==> config.mk <==
export PLATFORM = sky130hd
export DESIGN_NAME = dyn_fan_ctrl
export DESIGN_NICKNAME = d
export VERILOG_FILES = /design/src/shared/fan_pkg.sv /design/src/design/duty_ramp_limiter.sv /design/src/design/dyn_fan_ctrl.sv /design/src/design/start_temp_adjust.sv
export SDC_FILE = /design/constraint.sdc
export NUM_CORES = 1
export LEC_CHECK = 0
export BUFFER_PORTS_ARGS = -buffer_cell sky130_fd_sc_hd__buf_4
export CAP_MARGIN = 20
export CORE_MARGIN = 4
export CORE_UTILIZATION = 40
export CTS_CLUSTER_SIZE = 25
export DETAILED_ROUTE_END_ITERATION = 8
export MAX_ROUTING_LAYER = met4
export PLACE_DENSITY = 0.62
export SLEW_MARGIN = 20
export SYNTH_ARGS = -nofsm -noshare
export SYNTH_HDL_FRONTEND = slang
export SYNTH_SLANG_ARGS = --single-unit
==> constraint.sdc <==
create_clock -name clk_sys -period 9.4 [get_ports clk_sys]
set_clock_uncertainty 0.15 [all_clocks]
set_input_delay 1.41 -clock clk_sys [delete_from_list [all_inputs] [get_ports clk_sys]]
set_output_delay 1.41 -clock clk_sys [all_outputs]
set_load 0.03 [all_outputs]
==> src/shared/fan_pkg.sv <==
// Constants and helpers shared by the fan start-temperature and ramp logic
package fan_pkg;
	// ----------------------------------------------------------------
	// Register offsets
	// ----------------------------------------------------------------
	localparam logic [7:0] ADDR_OP_R1 = 8'h33;
	localparam logic [7:0] ADDR_OP_LOC = 8'h34;
	localparam logic [7:0] ADDR_OP_R2 = 8'h35;
	localparam logic [7:0] ADDR_DYN_CTRL_1 = 8'h36;
	localparam logic [7:0] ADDR_DYN_CTRL_2 = 8'h37;
	localparam logic [7:0] ADDR_RAMP_CTRL_1 = 8'h62;
	localparam logic [7:0] ADDR_RAMP_CTRL_2 = 8'h63;
	// ----------------------------------------------------------------
	// Reset values
	// ----------------------------------------------------------------
	localparam logic [7:0] OP_RESET = 8'hA4;
	localparam logic [7:0] CTRL_RESET = 8'h00;
	localparam logic [7:0] RDATA_UNMAPPED = 8'h00;
	// ----------------------------------------------------------------
	// Field positions
	// ----------------------------------------------------------------
	localparam int BIT_R2_ADJ = 7;
	localparam int BIT_LOC_ADJ = 6;
	localparam int BIT_R1_ADJ = 5;
	localparam int BIT_R2_COPY = 4;
	localparam int BIT_LOC_COPY = 3;
	localparam int BIT_R1_COPY = 2;
	localparam int BIT_R2_CYC_LO = 0;
	localparam int CYC_R1_LSB = 0;
	localparam int CYC_LOC_LSB = 3;
	localparam int CYC_R2_HI_LSB = 6;
	localparam int RAMP_A_EN = 3;
	localparam int RAMP_A_STEP_LSB = 0;
	localparam int RAMP_B_EN = 7;
	localparam int RAMP_B_STEP_LSB = 4;
	localparam int RAMP_C_EN = 3;
	localparam int RAMP_C_STEP_LSB = 0;
	// ----------------------------------------------------------------
	// Temperature and timing
	// ----------------------------------------------------------------
	localparam logic signed [11:0] FLOOR_TWOS = -12'sh07F;
	localparam logic signed [11:0] FLOOR_OFS64 = -12'sh040;
	localparam logic signed [11:0] OFS64_BIAS = 12'sh040;
	localparam logic [7:0] SLOT_MAX = 8'hFF;
	localparam logic [11:0] SHORT_BASE = 12'h008;
	localparam int CLK_PERIOD_NS = 10;
	localparam int MON_CYCLE_MS = 115;
	localparam int MON_CYCLE_CLKS = MON_CYCLE_MS * 1000000 / CLK_PERIOD_NS;

	function automatic logic [7:0] step_slots(input logic [2:0] code);
		logic [7:0] s;
		s = 8'h01;
		unique case (code)
			3'h0: s = 8'h01;
			3'h1: s = 8'h02;
			3'h2: s = 8'h03;
			3'h3: s = 8'h05;
			3'h4: s = 8'h08;
			3'h5: s = 8'h0C;
			3'h6: s = 8'h18;
			3'h7: s = 8'h30;
		endcase
		return s;
	endfunction

	function automatic logic signed [11:0] to_deg(input logic [7:0] t, input logic ofs64);
		return ofs64 ? $signed({4'h0, t}) - OFS64_BIAS : 12'(signed'(t));
	endfunction

	function automatic logic [7:0] from_deg(input logic signed [11:0] d, input logic ofs64);
		logic signed [11:0] v;
		v = ofs64 ? d + OFS64_BIAS : d;
		return v[7:0];
	endfunction
endpackage

==> src/design/duty_ramp_limiter.sv <==
// Per-output duty-cycle ramp limiter
`timescale 1ns/1ns
module duty_ramp_limiter
	import fan_pkg::*;
(
	input wire logic clk_sys,
	input wire logic rst_n,
	input wire logic upd,
	input wire logic ramp_en,
	input wire logic [2:0] step_code,
	input wire logic [7:0] target,
	output logic [7:0] duty
);
	logic [7:0] duty_r;
	logic [7:0] duty_nxt;
	logic [7:0] step;

	assign duty = duty_r;
	assign step = step_slots(step_code);

	always_comb begin
		duty_nxt = duty_r;
		if (upd) begin
			if (!ramp_en) begin
				duty_nxt = target;
			end else if (target > duty_r) begin
				duty_nxt = (target - duty_r > step) ? duty_r + step : target;
			end else if (target < duty_r) begin
				duty_nxt = (duty_r - target > step) ? duty_r - step : target;
			end
		end
	end

	always_ff @(posedge clk_sys or negedge rst_n) begin
		if (!rst_n) duty_r <= 8'h00;
		else duty_r <= duty_nxt;
	end

	property p_direct;
		@(posedge clk_sys) disable iff (!rst_n) upd && !ramp_en |=> duty_r == $past(target);
	endproperty
	a_direct: assert property (p_direct) else $error("Duty did not follow target");

	property p_step;
		@(posedge clk_sys) disable iff (!rst_n) upd && ramp_en |=>
			(duty_r == $past(target))
			|| ($past(target) > $past(duty_r) && duty_r == $past(duty_r) + $past(step))
			|| ($past(target) < $past(duty_r) && duty_r == $past(duty_r) - $past(step));
	endproperty
	a_step: assert property (p_step) else $error("Ramp step wrong");

	property p_idle;
		@(posedge clk_sys) disable iff (!rst_n) !upd |=> $stable(duty_r);
	endproperty
	a_idle: assert property (p_idle) else $error("Duty moved without update");
endmodule // duty_ramp_limiter

==> src/design/dyn_fan_ctrl.sv <==
// Dynamic fan-start temperature and duty ramp control, top level
// Notes on behaviour
// Raise start temp only in quiet window
// Start temp floor per temperature encoding
// Increase clamped at channel high limit
// Below start temp: fan held, no adjust
// Three control bits enable alarm copy
// Bit 4 copies remote 2 temperature
// Bit 3 copies local temperature
// Bit 2 copies remote 1 temperature
// Copy disabled keeps software operating point
// Bits 7..5 enable per-channel adjustment
// Adjust from temp, point, limits
// Disabled channel keeps start temp fixed
// No ramp limit: duty follows target
// Ramp limit: bounded step toward target
// Ramp limiting independent per drive output
// First acoustics bit 3 enables output A
// Second acoustics bits 7, 3 enable B, C
// Step code picks 1..48 slots
// Duty spans 255 slots
// Decrease every n, increase every 2n
// Alarm sampled once per monitoring cycle
`timescale 1ns/1ns
module dyn_fan_ctrl
	import fan_pkg::*;
#(
	parameter int MON_DIV = MON_CYCLE_CLKS
)(
	input wire logic clk_sys,
	input wire logic rst_n,
	input wire logic [7:0] reg_addr,
	input wire logic reg_wr,
	input wire logic [7:0] reg_wdata,
	input wire logic reg_rd,
	output logic [7:0] reg_rdata,
	input wire logic thermal_alarm_pin_n,
	input wire logic ofs64_mode,
	input wire logic [7:0] temp_remote1,
	input wire logic [7:0] temp_local,
	input wire logic [7:0] temp_remote2,
	input wire logic [7:0] high_lim_remote1,
	input wire logic [7:0] high_lim_local,
	input wire logic [7:0] high_lim_remote2,
	input wire logic [7:0] low_lim_remote1,
	input wire logic [7:0] low_lim_local,
	input wire logic [7:0] low_lim_remote2,
	input wire logic tmin_ld,
	input wire logic [1:0] tmin_ld_sel,
	input wire logic [7:0] tmin_ld_val,
	output logic [7:0] start_temp_remote1,
	output logic [7:0] start_temp_local,
	output logic [7:0] start_temp_remote2,
	output logic [2:0] fan_hold,
	output logic mon_tick,
	input wire logic duty_upd,
	input wire logic [7:0] duty_target_a,
	input wire logic [7:0] duty_target_b,
	input wire logic [7:0] duty_target_c,
	output logic [7:0] fan_drive_out_a,
	output logic [7:0] fan_drive_out_b,
	output logic [7:0] fan_drive_out_c
);
	localparam int MON_W = $clog2(MON_DIV + 1);

	if (MON_DIV < 2) begin : g_div_check
		$error("MON_DIV must be at least 2");
	end

	// ----------------------------------------------------------------
	// Monitoring cycle divider
	// ----------------------------------------------------------------
	logic [MON_W-1:0] mon_cnt_r, mon_cnt_nxt;
	logic mon_tick_r, mon_tick_nxt;

	always_comb begin
		mon_tick_nxt = 1'b0;
		mon_cnt_nxt = mon_cnt_r + 1'b1;
		if (mon_cnt_r == MON_W'(MON_DIV - 1)) begin
			mon_cnt_nxt = '0;
			mon_tick_nxt = 1'b1;
		end
	end

	always_ff @(posedge clk_sys or negedge rst_n) begin
		if (!rst_n) begin
			mon_cnt_r <= '0;
			mon_tick_r <= 1'b0;
		end else begin
			mon_cnt_r <= mon_cnt_nxt;
			mon_tick_r <= mon_tick_nxt;
		end
	end

	assign mon_tick = mon_tick_r;

	// ----------------------------------------------------------------
	// Register bank and alarm copy
	// ----------------------------------------------------------------
	logic [7:0] op_r [3];
	logic [7:0] op_nxt [3];
	logic [7:0] dyn_ctrl_1_r, dyn_ctrl_1_nxt, dyn_ctrl_2_r, dyn_ctrl_2_nxt;
	logic [7:0] ramp_ctrl_1_r, ramp_ctrl_1_nxt, ramp_ctrl_2_r, ramp_ctrl_2_nxt;
	logic [7:0] rdata_r, rdata_nxt;
	logic [7:0] temp_ch [3];
	logic [2:0] copy_en, adj_en;
	logic alarm_now;

	assign temp_ch[0] = temp_remote1;
	assign temp_ch[1] = temp_local;
	assign temp_ch[2] = temp_remote2;
	assign copy_en = {dyn_ctrl_1_r[BIT_R2_COPY], dyn_ctrl_1_r[BIT_LOC_COPY], dyn_ctrl_1_r[BIT_R1_COPY]};
	assign adj_en = {dyn_ctrl_1_r[BIT_R2_ADJ], dyn_ctrl_1_r[BIT_LOC_ADJ], dyn_ctrl_1_r[BIT_R1_ADJ]};
	assign alarm_now = mon_tick_r && !thermal_alarm_pin_n;

	always_comb begin
		for (int i = 0; i < 3; i++) begin
			op_nxt[i] = op_r[i];
		end
		dyn_ctrl_1_nxt = dyn_ctrl_1_r;
		dyn_ctrl_2_nxt = dyn_ctrl_2_r;
		ramp_ctrl_1_nxt = ramp_ctrl_1_r;
		ramp_ctrl_2_nxt = ramp_ctrl_2_r;
		rdata_nxt = rdata_r;
		if (reg_wr) begin
			unique case (reg_addr)
				ADDR_OP_R1: op_nxt[0] = reg_wdata;
				ADDR_OP_LOC: op_nxt[1] = reg_wdata;
				ADDR_OP_R2: op_nxt[2] = reg_wdata;
				ADDR_DYN_CTRL_1: dyn_ctrl_1_nxt = reg_wdata;
				ADDR_DYN_CTRL_2: dyn_ctrl_2_nxt = reg_wdata;
				ADDR_RAMP_CTRL_1: ramp_ctrl_1_nxt = reg_wdata;
				ADDR_RAMP_CTRL_2: ramp_ctrl_2_nxt = reg_wdata;
				default: ;
			endcase
		end
		// Hardware copy wins over a software write in the same cycle
		for (int i = 0; i < 3; i++) begin
			if (alarm_now && copy_en[i]) op_nxt[i] = temp_ch[i];
		end
		if (reg_rd) begin
			unique case (reg_addr)
				ADDR_OP_R1: rdata_nxt = op_r[0];
				ADDR_OP_LOC: rdata_nxt = op_r[1];
				ADDR_OP_R2: rdata_nxt = op_r[2];
				ADDR_DYN_CTRL_1: rdata_nxt = dyn_ctrl_1_r;
				ADDR_DYN_CTRL_2: rdata_nxt = dyn_ctrl_2_r;
				ADDR_RAMP_CTRL_1: rdata_nxt = ramp_ctrl_1_r;
				ADDR_RAMP_CTRL_2: rdata_nxt = ramp_ctrl_2_r;
				default: rdata_nxt = RDATA_UNMAPPED;
			endcase
		end
	end

	always_ff @(posedge clk_sys or negedge rst_n) begin
		if (!rst_n) begin
			for (int i = 0; i < 3; i++) begin
				op_r[i] <= OP_RESET;
			end
			dyn_ctrl_1_r <= CTRL_RESET;
			dyn_ctrl_2_r <= CTRL_RESET;
			ramp_ctrl_1_r <= CTRL_RESET;
			ramp_ctrl_2_r <= CTRL_RESET;
			rdata_r <= 8'h00;
		end else begin
			for (int i = 0; i < 3; i++) begin
				op_r[i] <= op_nxt[i];
			end
			dyn_ctrl_1_r <= dyn_ctrl_1_nxt;
			dyn_ctrl_2_r <= dyn_ctrl_2_nxt;
			ramp_ctrl_1_r <= ramp_ctrl_1_nxt;
			ramp_ctrl_2_r <= ramp_ctrl_2_nxt;
			rdata_r <= rdata_nxt;
		end
	end

	assign reg_rdata = rdata_r;

	// ----------------------------------------------------------------
	// Start temperature channels
	// ----------------------------------------------------------------
	logic [7:0] high_ch [3];
	logic [7:0] low_ch [3];
	logic [7:0] tmin_ch [3];
	logic [2:0] cyc_ch [3];

	assign high_ch[0] = high_lim_remote1;
	assign high_ch[1] = high_lim_local;
	assign high_ch[2] = high_lim_remote2;
	assign low_ch[0] = low_lim_remote1;
	assign low_ch[1] = low_lim_local;
	assign low_ch[2] = low_lim_remote2;
	assign cyc_ch[0] = dyn_ctrl_2_r[CYC_R1_LSB +: 3];
	assign cyc_ch[1] = dyn_ctrl_2_r[CYC_LOC_LSB +: 3];
	assign cyc_ch[2] = {dyn_ctrl_2_r[CYC_R2_HI_LSB +: 2], dyn_ctrl_1_r[BIT_R2_CYC_LO]};

	for (genvar g = 0; g < 3; g++) begin : g_chan
		start_temp_adjust u_adj (
			.clk_sys(clk_sys),
			.rst_n(rst_n),
			.mon_tick(mon_tick_r),
			.adj_en(adj_en[g]),
			.ofs64_mode(ofs64_mode),
			.temp(temp_ch[g]),
			.op_point(op_r[g]),
			.high_lim(high_ch[g]),
			.low_lim(low_ch[g]),
			.cyc_code(cyc_ch[g]),
			.tmin_ld(tmin_ld && tmin_ld_sel == 2'(g)),
			.tmin_ld_val(tmin_ld_val),
			.tmin(tmin_ch[g]),
			.below_start(fan_hold[g])
		);
	end

	assign start_temp_remote1 = tmin_ch[0];
	assign start_temp_local = tmin_ch[1];
	assign start_temp_remote2 = tmin_ch[2];

	// ----------------------------------------------------------------
	// Duty ramp limiters, one per drive output
	// ----------------------------------------------------------------
	logic [2:0] ramp_en;
	logic [2:0] step_code [3];
	logic [7:0] target_ch [3];
	logic [7:0] duty_ch [3];

	assign ramp_en = {ramp_ctrl_2_r[RAMP_C_EN], ramp_ctrl_2_r[RAMP_B_EN], ramp_ctrl_1_r[RAMP_A_EN]};
	assign step_code[0] = ramp_ctrl_1_r[RAMP_A_STEP_LSB +: 3];
	assign step_code[1] = ramp_ctrl_2_r[RAMP_B_STEP_LSB +: 3];
	assign step_code[2] = ramp_ctrl_2_r[RAMP_C_STEP_LSB +: 3];
	assign target_ch[0] = duty_target_a;
	assign target_ch[1] = duty_target_b;
	assign target_ch[2] = duty_target_c;

	for (genvar g = 0; g < 3; g++) begin : g_drive
		duty_ramp_limiter u_ramp (
			.clk_sys(clk_sys),
			.rst_n(rst_n),
			.upd(duty_upd),
			.ramp_en(ramp_en[g]),
			.step_code(step_code[g]),
			.target(target_ch[g]),
			.duty(duty_ch[g])
		);
	end

	assign fan_drive_out_a = duty_ch[0];
	assign fan_drive_out_b = duty_ch[1];
	assign fan_drive_out_c = duty_ch[2];

	// ----------------------------------------------------------------
	// Checks
	// ----------------------------------------------------------------
	property p_copy_r2;
		@(posedge clk_sys) disable iff (!rst_n) mon_tick_r && !thermal_alarm_pin_n && dyn_ctrl_1_r[BIT_R2_COPY]
			|=> op_r[2] == $past(temp_remote2);
	endproperty
	a_copy_r2: assert property (p_copy_r2) else $error("Remote 2 point not copied");

	property p_copy_loc;
		@(posedge clk_sys) disable iff (!rst_n) mon_tick_r && !thermal_alarm_pin_n && dyn_ctrl_1_r[BIT_LOC_COPY]
			|=> op_r[1] == $past(temp_local);
	endproperty
	a_copy_loc: assert property (p_copy_loc) else $error("Local point not copied");

	property p_copy_r1;
		@(posedge clk_sys) disable iff (!rst_n) mon_tick_r && !thermal_alarm_pin_n && dyn_ctrl_1_r[BIT_R1_COPY]
			|=> op_r[0] == $past(temp_remote1);
	endproperty
	a_copy_r1: assert property (p_copy_r1) else $error("Remote 1 point not copied");

	property p_ignore;
		@(posedge clk_sys) disable iff (!rst_n) !dyn_ctrl_1_r[BIT_R1_COPY] && !reg_wr |=> $stable(op_r[0]);
	endproperty
	a_ignore: assert property (p_ignore) else $error("Point changed with copy off");

	property p_no_tick_copy;
		@(posedge clk_sys) disable iff (!rst_n) !mon_tick_r && !reg_wr |=> $stable(op_r[1]) && $stable(op_r[2]);
	endproperty
	a_no_tick_copy: assert property (p_no_tick_copy) else $error("Copy outside monitoring tick");

	property p_tick_gap;
		@(posedge clk_sys) disable iff (!rst_n) mon_tick_r |=> !mon_tick_r;
	endproperty
	a_tick_gap: assert property (p_tick_gap) else $error("Monitoring tick too long");
endmodule // dyn_fan_ctrl

==> src/design/start_temp_adjust.sv <==
// One channel's dynamic fan-start temperature loop
`timescale 1ns/1ns
module start_temp_adjust
	import fan_pkg::*;
(
	input wire logic clk_sys,
	input wire logic rst_n,
	input wire logic mon_tick,
	input wire logic adj_en,
	input wire logic ofs64_mode,
	input wire logic [7:0] temp,
	input wire logic [7:0] op_point,
	input wire logic [7:0] high_lim,
	input wire logic [7:0] low_lim,
	input wire logic [2:0] cyc_code,
	input wire logic tmin_ld,
	input wire logic [7:0] tmin_ld_val,
	output logic [7:0] tmin,
	output logic below_start
);
	logic [7:0] tmin_r, tmin_nxt, prev_r, prev_nxt;
	logic [11:0] cnt_r, cnt_nxt, short_len;
	logic below_r, below_nxt, short_hit, long_hit;
	logic signed [11:0] t, tm, op, hi, lo, pv, nv, flr;

	assign tmin = tmin_r;
	assign below_start = below_r;
	assign short_len = SHORT_BASE << cyc_code;
	assign t = to_deg(temp, ofs64_mode);
	assign tm = to_deg(tmin_r, ofs64_mode);
	assign op = to_deg(op_point, ofs64_mode);
	assign hi = to_deg(high_lim, ofs64_mode);
	assign lo = to_deg(low_lim, ofs64_mode);
	assign pv = to_deg(prev_r, ofs64_mode);
	assign flr = ofs64_mode ? FLOOR_OFS64 : FLOOR_TWOS;
	assign short_hit = (((cnt_r + 12'h001) & (short_len - 12'h001)) == 12'h000);
	assign long_hit = (((cnt_r + 12'h001) & ((short_len << 1) - 12'h001)) == 12'h000);

	always_comb begin
		tmin_nxt = tmin_r;
		prev_nxt = prev_r;
		below_nxt = below_r;
		cnt_nxt = cnt_r;
		nv = tm;
		if (mon_tick) begin
			below_nxt = t < tm;
			cnt_nxt = adj_en ? cnt_r + 12'h001 : 12'h000;
			if (adj_en && t >= tm) begin
				if (short_hit && t > op && t > pv) nv = nv - ((t - pv) <<< 1);
				if (long_hit && t > op) nv = nv - 12'sh001;
				else if (long_hit && t > tm && t < lo && tm < hi && tm < op) nv = nv + 12'sh001;
				if (nv > tm && nv > hi) nv = hi;
				if (nv < flr) nv = flr;
				tmin_nxt = from_deg(nv, ofs64_mode);
			end
			if (short_hit) prev_nxt = temp;
		end
		if (tmin_ld) tmin_nxt = tmin_ld_val;
	end

	always_ff @(posedge clk_sys or negedge rst_n) begin
		if (!rst_n) begin
			tmin_r <= 8'h00;
			prev_r <= 8'h00;
			below_r <= 1'b0;
			cnt_r <= 12'h000;
		end else begin
			tmin_r <= tmin_nxt;
			prev_r <= prev_nxt;
			below_r <= below_nxt;
			cnt_r <= cnt_nxt;
		end
	end

	property p_hold_off;
		@(posedge clk_sys) disable iff (!rst_n) !adj_en && !tmin_ld |=> $stable(tmin_r);
	endproperty
	a_hold_off: assert property (p_hold_off) else $error("Start temp moved while disabled");

	property p_rise_cond;
		@(posedge clk_sys) disable iff (!rst_n) !tmin_ld && mon_tick && (tm + 12'sh001 == to_deg(tmin_nxt,
			ofs64_mode)) |-> long_hit && t > tm && t < lo && tm < hi && tm < op;
	endproperty
	a_rise_cond: assert property (p_rise_cond) else $error("Start temp rose without cause");

	property p_below;
		@(posedge clk_sys) disable iff (!rst_n) !tmin_ld && mon_tick && t < tm |=> $stable(tmin_r);
	endproperty
	a_below: assert property (p_below) else $error("Adjusted below start temp");

	property p_floor;
		@(posedge clk_sys) disable iff (!rst_n) mon_tick && !tmin_ld && adj_en && t >= tm |=>
			to_deg(tmin_r, ofs64_mode) >= flr;
	endproperty
	a_floor: assert property (p_floor) else $error("Start temp under floor");

	property p_high;
		@(posedge clk_sys) disable iff (!rst_n) mon_tick && !tmin_ld && nv > tm |-> nv <= hi;
	endproperty
	a_high: assert property (p_high) else $error("Start temp rose over high limit");
endmodule // start_temp_adjust

==> out/metrics.csv, run 1 <==
stage,metric,value,unit
run_status,run status,"finished, final reports clean",
detailed_routing,routed len/inst,18.61,um
detailed_routing,final antenna-violating net count,0,
setup_path,Worst Path Arrival,8.98,ns
grt,total gr overflow,0,
cts,CTS tree,built,
min_path,worst hold path class,reg -> reg,
timing,Fmax,0.1140,GHz
place,hpwl dp,62.91,mm
detailed_routing,via count,24610,
detailed_routing,first-iteration detailed-routing DRC count,1672,
pwr,Pleak,0.01362,uW
pwr,VDD IR max,0.1409,mV
cells_and_area,synthesis-to-finish area growth,11.13,%
cells_and_area,area of the multi-input gates,19530,sq um
cts,hold_buf cts,0,
grt,gr usage total,22.74,%
timing,Slew headroom,33.64,%
timing,Worst-Margin Slew,0.9934,ns
synthesis,synthesized area,26250,sq um
detailed_routing,final WL,79.87,mm
setup_path,critical path class,in -> reg,
timing,Tcrit/Tclk final,93.35,%
cells_and_area,nets@finish,3966,
synthesis,number of synthesized flops with an enable pin,0,
setup_path,worst path required time,9.60,ns
cells_and_area,filler cell count in the final layout,6546,
synthesis,Yosys cell types,117,
timing,RSZ-0062 raised after global routing,no,
timing,final hold violation count,0,
synthesis,sequential share of the synthesized area,19.11,%
cts,"Setup Fix Bufs, Post-CTS",0,
grt,initial antenna violation count,3,
detailed_routing,Detailed Routing Iterations Pass 1,5,
cts,post_cts resized,0,
cells_and_area,Reg area,5017,sq um
floorplan,Initial Util,40.57,%
floorplan,die width,264.2,um
synthesis,Post-Syn Area per Cell,7.976,sq um
detailed_routing,DRC viols,0,
cts,H-tree depth,4,
floorplan,die area,69790,sq um
synthesis,Async SR Flop Fraction,100.0,%
synthesis,Syn. warnings,0,
floorplan,Core ar.,64700,sq um
cts,Clock Pin Slew Worst Setup and Hold Paths,0.09,ns
run,maxcap violations,0,
setup_path,worst stage delay on the critical path,0.54,ns
timing,final setup TNS,0,ns
cts,Num CTS Buffers,17,
synthesis,Post-Synthesis Net Count,3836,
setup_path,CP Launch Type,input port,
timing,fin crit period,8.775,ns
synthesis,Main synth FF type,dfrtp_1,
grt,largest net degree at the start of global routing,78,
grt,global-route wire length before repair,126.8,mm
timing,Setup-failing EPs final,0,
synthesis,cells after synthesis,3291,
cts,Clock Latency Late Sink,0.49,ns
floorplan,num rows,93,
cts,TritonCTS Sinks,200,
floorplan,# IOs,190,
cts,Root Buffer,clkbuf_16,
place,GPL Wtd Cong,0.9549,
synthesis,synthesized flop and latch total,200,
setup_path,element type at the critical path end,register,
cells_and_area,share of cells above drive strength 1,11.39,%
floorplan,Die H,264.2,um
cells_and_area,"Core Util, Final",45.09,%
detailed_routing,vias per std cell,5.735,
timing,final slew viol count,0,
setup_path,Critical-path top delay cell,or4_1,
grt,vias in the first global route,23090,
setup_path,CP max FO,35,
pwr,pwr dens,136.7,nW/um^2
place,IO buf count,189,
cts,Max Root-Sink Buffers,2,
flip-flops by register name (all words and copies together), names as in the netlist:
register / flops
g_drive.u_ramp.duty: 24
g_chan.u_adj.tmin: 24
g_chan.u_adj.prev_r: 24
dyn_ctrl_1_r: 8
mon_tick: 1
g_chan.u_adj.cnt_r: 36
op_r: 24
g_chan.u_adj.below_start: 3
mon_cnt_r: 24
dyn_ctrl_2_r: 8
reg_rdata: 8
ramp_ctrl_1_r: 8
ramp_ctrl_2_r: 8
final timing paths:
| kind | from | endpoint | slack [ns] | cells past startpoint |
|---|---|---|---|---|
| worst min-delay path | op_r[2] | op_r[2] | 0.33 | 2 |
| min in group asynchronous | rst_n | g_drive[0].u_ramp.duty[5] | 0.71 | 1 |
| worst min register to register | op_r[2] | op_r[2] | 0.33 | 2 |
| worst max-delay path | ofs64_mode | g_chan[1].u_adj.tmin[5] | 0.63 | 34 |
| max in group asynchronous | rst_n | g_chan[1].u_adj.prev_r[3] | 7.04 | 2 |
| worst max register to register | dyn_ctrl_2_r[2] | g_chan[0].u_adj.tmin[0] | 1.54 | 30 |
worst max-delay path, delay by kind of cell:
| family | cells | cell delay [ns] |
|---|---|---|
| adder cells (fa/ha/maj) | 5 | 1.36 |
| XOR/XNOR | 1 | 0.44 |
| multiplexers | 1 | 0.14 |
| buffers and inverters | 5 | 1.04 |
| AO/OA/AOI/OAI | 12 | 2.23 |
| AND/OR/NAND/NOR | 10 | 2.29 |
logic make-up after synthesis:
kind of cell    synth area share (%)
flops                          19.11
compound gates                 23.07
mux                            4.752
fa+ha+maj                      20.64
buf+inv                        6.611
simple gates                   19.68
xor+xnor                       6.139
where the power goes:
group          internal (uW)  leakage [uW]  switching, uW  total, uW
combinational            883        0.0108           1280       2170
sequential               902       0.00250            118       1020
clock                    372      0.000305            430        802
per-layer routing:
metal	track usage (%)	routed length, um
met5	-	0
met4	5.597	1588
met3	3.036	4715
met2	34.34	34650
met1	32.30	38920
synthesized netlist by cell type (16+ instances only):
master,n,area [sq um]
nand4_1,62,387.9
nand3_1,74,370.4
or3_1,22,137.6
o22ai_1,25,156.4
nand2b_1,48,300.3
and2_1,16,100.1
nor2_1,277,1040
o31ai_1,22,165.2
o211ai_1,27,202.7
mux2i_1,68,680.7
nor4_1,19,118.9
and3_1,25,156.4
xor2_1,86,753.2
clkbuf_1,70,262.8
o21ai_0,191,955.9
a221oi_1,44,385.4
nor3_1,72,360.4
inv_1,315,1182
nor2b_1,60,375.4
dfrtp_1,191,4780
o21bai_1,26,195.2
a21o_1,50,375.4
a22oi_1,21,157.7
ha_1,397,4967
a211oi_1,19,142.6
mux2_2,47,529.3
buf_2,25,125.1
fa_1,18,360.4
nand2_1,254,953.4
a31oi_1,31,193.9
xnor2_1,98,858.3
o21a_1,49,367.9
a21oi_1,227,1136
metrics by stage:
step / instance area [sq um] / instances / power (uW) / worst slack [ns] / hold WS [ns]
3_5_place_dp: 28530 / 4257 / 3167 / 0.2572 / 0.3147
3_3_place_gp: 28530 / 4257 / 3157 / 0.2727 / 0.3100
5_1_grt: 29170 / 4292 / 4313 / 0.1119 / 0.3387
2_1_floorplan: 26280 / 3291 / 2543 / 0.005345 / 0.2951
6_report: 29170 / 4292 / 3986 / 0.6251 / 0.3295
4_1_cts: 29160 / 4289 / 3988 / 0.7636 / 0.3306
cells in the final DEF, fill, tap and decap left out, types with 21 or more instances in the layout:
cell type    n
a21o_1      50
a21oi_1    227
a221oi_1    44
a22oi_1     21
a31oi_1     31
and3_1      25
buf_4      227
dfrtp_1    190
ha_1       397
inv_1      315
mux2_2      47
mux2i_1     67
nand2_1    254
nand2b_1    48
nand3_1     74
nand4_1     62
nor2_1     277
nor2b_1     60
nor3_1      72
o211ai_1    27
o21a_1      49
o21ai_0    191
o21bai_1    26
o22ai_1     25
o31ai_1     22
or3_1       22
xnor2_1     98
xor2_1      86
area by class of cell:
| type | instances | area share [%] |
|---|---|---|
| antenna | 3 | 0.02574 |
| clock buffer | 17 | 1.458 |
| clock inverter | 15 | 0.6992 |
| inverter | 320 | 4.118 |
| multi-input combinational | 2654 | 66.94 |
| sequential | 200 | 17.20 |
| tap | 855 | 3.667 |
| timing repair buffer | 228 | 5.893 |
Power figures use the tool's default switching activity.
==> inputs of run 2 (changes only) <==
--- a/config.mk
+++ b/config.mk
@@ -13,6 +13,7 @@
 export DETAILED_ROUTE_END_ITERATION = 8
 export MAX_ROUTING_LAYER = met4
 export PLACE_DENSITY = 0.62
+export REMOVE_ABC_BUFFERS = 1
 export SLEW_MARGIN = 20
 export SYNTH_ARGS = -nofsm -noshare
 export SYNTH_HDL_FRONTEND = slang
==> out/metrics.csv, run 2 (synthesis gave the netlist of run 1 again) <==
stage,metric,value,unit,change
setup_path,Critical-path top delay cell,xor2_1,,was or4_1
cts,"Setup Fix Bufs, Post-CTS",0,,unchanged
cells_and_area,synthesis-to-finish area growth,11.26,%,was 11.13%
detailed_routing,final WL,79.34,mm,was 79.87 mm
detailed_routing,met3 wire len,4.991,mm,was 4.715 mm
timing,Slew headroom,35.08,%,was 33.64%
timing,Worst-Margin Slew,0.9719,ns,was 0.9934 ns
detailed_routing,Metal-1 WL,37.40,mm,was 38.92 mm
pwr,pwr dens,136.3,nW/um^2,was 136.7 nW/um^2
timing,fin crit period,8.540,ns,was 8.775 ns
detailed_routing,routed wire length on met2,35.33,mm,was 34.65 mm
floorplan,die area,69790,sq um,unchanged
cells_and_area,"commonest non-fill, non-tap cell in the layout",ha_1,,unchanged
detailed_routing,vias per std cell,5.673,,was 5.735
place,IO buf count,189,,unchanged
setup_path,Worst Path Arrival,8.75,ns,was 8.98 ns
cells_and_area,share of cells above drive strength 1,11.43,%,was 11.39%
grt,largest net degree at the start of global routing,78,,unchanged
cts,hold_buf cts,0,,unchanged
run,maxcap violations,0,,unchanged
timing,final slew viol count,0,,unchanged
detailed_routing,Detailed Routing Iterations Pass 1,6,,was 5
timing,Tcrit/Tclk final,90.86,%,was 93.35%
detailed_routing,top layer reached by signal wires,met4,,unchanged
cts,post_cts resized,0,,unchanged
setup_path,worst path required time,9.61,ns,was 9.60 ns
cts,CTS tree,built,,unchanged
detailed_routing,via count,24380,,was 24610
floorplan,num rows,93,,unchanged
detailed_routing,first-iteration detailed-routing DRC count,1839,,was 1672
cts,TritonCTS Sinks,200,,unchanged
pwr,Pwr Total,3980,uW,was 3986 uW
cells_and_area,"commonest non-fill, non-tap cells in the layout","ha_1, inv_1, nor2_1, nand2_1, buf_4",,"was ha_1, inv_1, nor2_1, nand2_1"
cts,Clock Latency Late Sink,0.50,ns,was 0.49 ns
cts,Clock Pin Slew Worst Setup and Hold Paths,0.08,ns,was 0.09 ns
floorplan,die width,264.2,um,unchanged
pwr,VDD IR max,0.1591,mV,was 0.1409 mV
timing,RSZ-0062 raised after global routing,no,,unchanged
timing,Fmax,0.1171,GHz,was 0.1140 GHz
grt,total gr overflow,0,,unchanged
floorplan,Core ar.,64700,sq um,unchanged
grt,vias in the first global route,22960,,was 23090
timing,Hold Slack,0.3269,ns,was 0.3295 ns
min_path,worst hold path class,reg -> reg,,unchanged
setup_path,most frequent CP cell,ha_1,,
grt,initial antenna violation count,5,,was 3
floorplan,Initial Util,40.57,%,unchanged
setup_path,CP max FO,28,,was 35
grt,gr usage total,22.69,%,was 22.74%
setup_path,CP Launch Type,input port,,unchanged
cts,Max Root-Sink Buffers,2,,unchanged
cts,Root Buffer,clkbuf_16,,unchanged
cells_and_area,nets@finish,3969,,was 3966
cts,H-tree depth,4,,unchanged
place,GPL Wtd Cong,0.9310,,was 0.9549
detailed_routing,final antenna-violating net count,0,,unchanged
timing,final setup TNS,0,ns,unchanged
run_status,run status,"finished, final reports clean",,unchanged
setup_path,critical path class,in -> reg,,unchanged
timing,Setup-failing EPs final,0,,unchanged
setup_path,element type at the critical path end,register,,unchanged
cells_and_area,largest reg by FF count,g_chan.u_adj.cnt_r,,unchanged
timing,final hold violation count,0,,unchanged
pwr,Pleak,0.01366,uW,was 0.01362 uW
cells_and_area,max reg flops,36,,unchanged
cells_and_area,"Core Util, Final",45.14,%,was 45.09%
setup_path,worst stage delay on the critical path,0.46,ns,was 0.54 ns
grt,global-route wire length before repair,125.7,mm,was 126.8 mm
place,hpwl dp,63.39,mm,was 62.91 mm
floorplan,Die H,264.2,um,unchanged
cts,Num CTS Buffers,17,,unchanged
detailed_routing,routed len/inst,18.46,um,was 18.61 um
floorplan,# IOs,190,,unchanged
detailed_routing,DRC viols,0,,unchanged
[run 2: final cells by class]
class | instances | area, sq um
tap | 855 | 1070
clock buffer | 17 | 425.4
sequential | 200 | 5016
fill | 6563 | 35490
antenna | 5 | 12.51
inverter | 320 | 1201
clock inverter | 15 | 206.4
timing repair buffer | 231 | 1758
multi-input combinational | 2654 | 19520
[run 2: through the flow]
step / cell area [sq um] / std cells / worst slack [ns]
2_1_floorplan: 25710 / 3174 / 0.8399
3_3_place_gp: 28550 / 4260 / 0.5042
3_5_place_dp: 28550 / 4260 / 0.4158
4_1_cts: 29180 / 4292 / 0.9122
5_1_grt: 29210 / 4297 / 0.1381
6_report: 29210 / 4297 / 0.8595
[run 2: critical path: cells and delay by family]
| kind | cells | cell delay, ns |
|---|---|---|
| AO/OA/AOI/OAI | 13 | 2.94 |
| XOR/XNOR | 1 | 0.46 |
| adder cells (fa/ha/maj) | 4 | 0.98 |
| buffers and inverters | 2 | 0.44 |
| multiplexers | 3 | 0.93 |
| AND/OR/NAND/NOR | 9 | 1.51 |
[run 2: path summary, 6_finish.rpt]
kind / slack [ns] / to / start / depth (start not counted)
setup reg to reg: 1.54 / g_chan[0].u_adj.tmin[0] / g_chan[0].u_adj.tmin[7] / 32
setup / recovery: 0.86 / g_chan[0].u_adj.tmin[0] / ofs64_mode / 32
min in group asynchronous: 0.68 / g_chan[2].u_adj.prev_r[5] / rst_n / 1
max in group asynchronous: 7.08 / g_chan[0].u_adj.prev_r[5] / rst_n / 2
hold reg to reg: 0.33 / mon_cnt_r[4] / mon_cnt_r[4] / 1
hold / removal: 0.33 / mon_cnt_r[4] / mon_cnt_r[4] / 1
[run 2: per-layer routing]
layer | track usage, % | vias up
met5 | - | -
met4 | 5.397 | 0
met3 | 3.688 | 101
met2 | 35.28 | 692
met1 | 31.06 | 11380
li1 | - | 12210
[run 2: power breakdown]
part | total [uW] | leakage [uW] | switching, uW | internal [uW]
combinational | 2160 | 0.0108 | 1270 | 885
sequential | 1010 | 0.00250 | 112 | 902
clock | 808 | 0.000303 | 437 | 371
total | 3980 | 0.0137 | 1820 | 2160
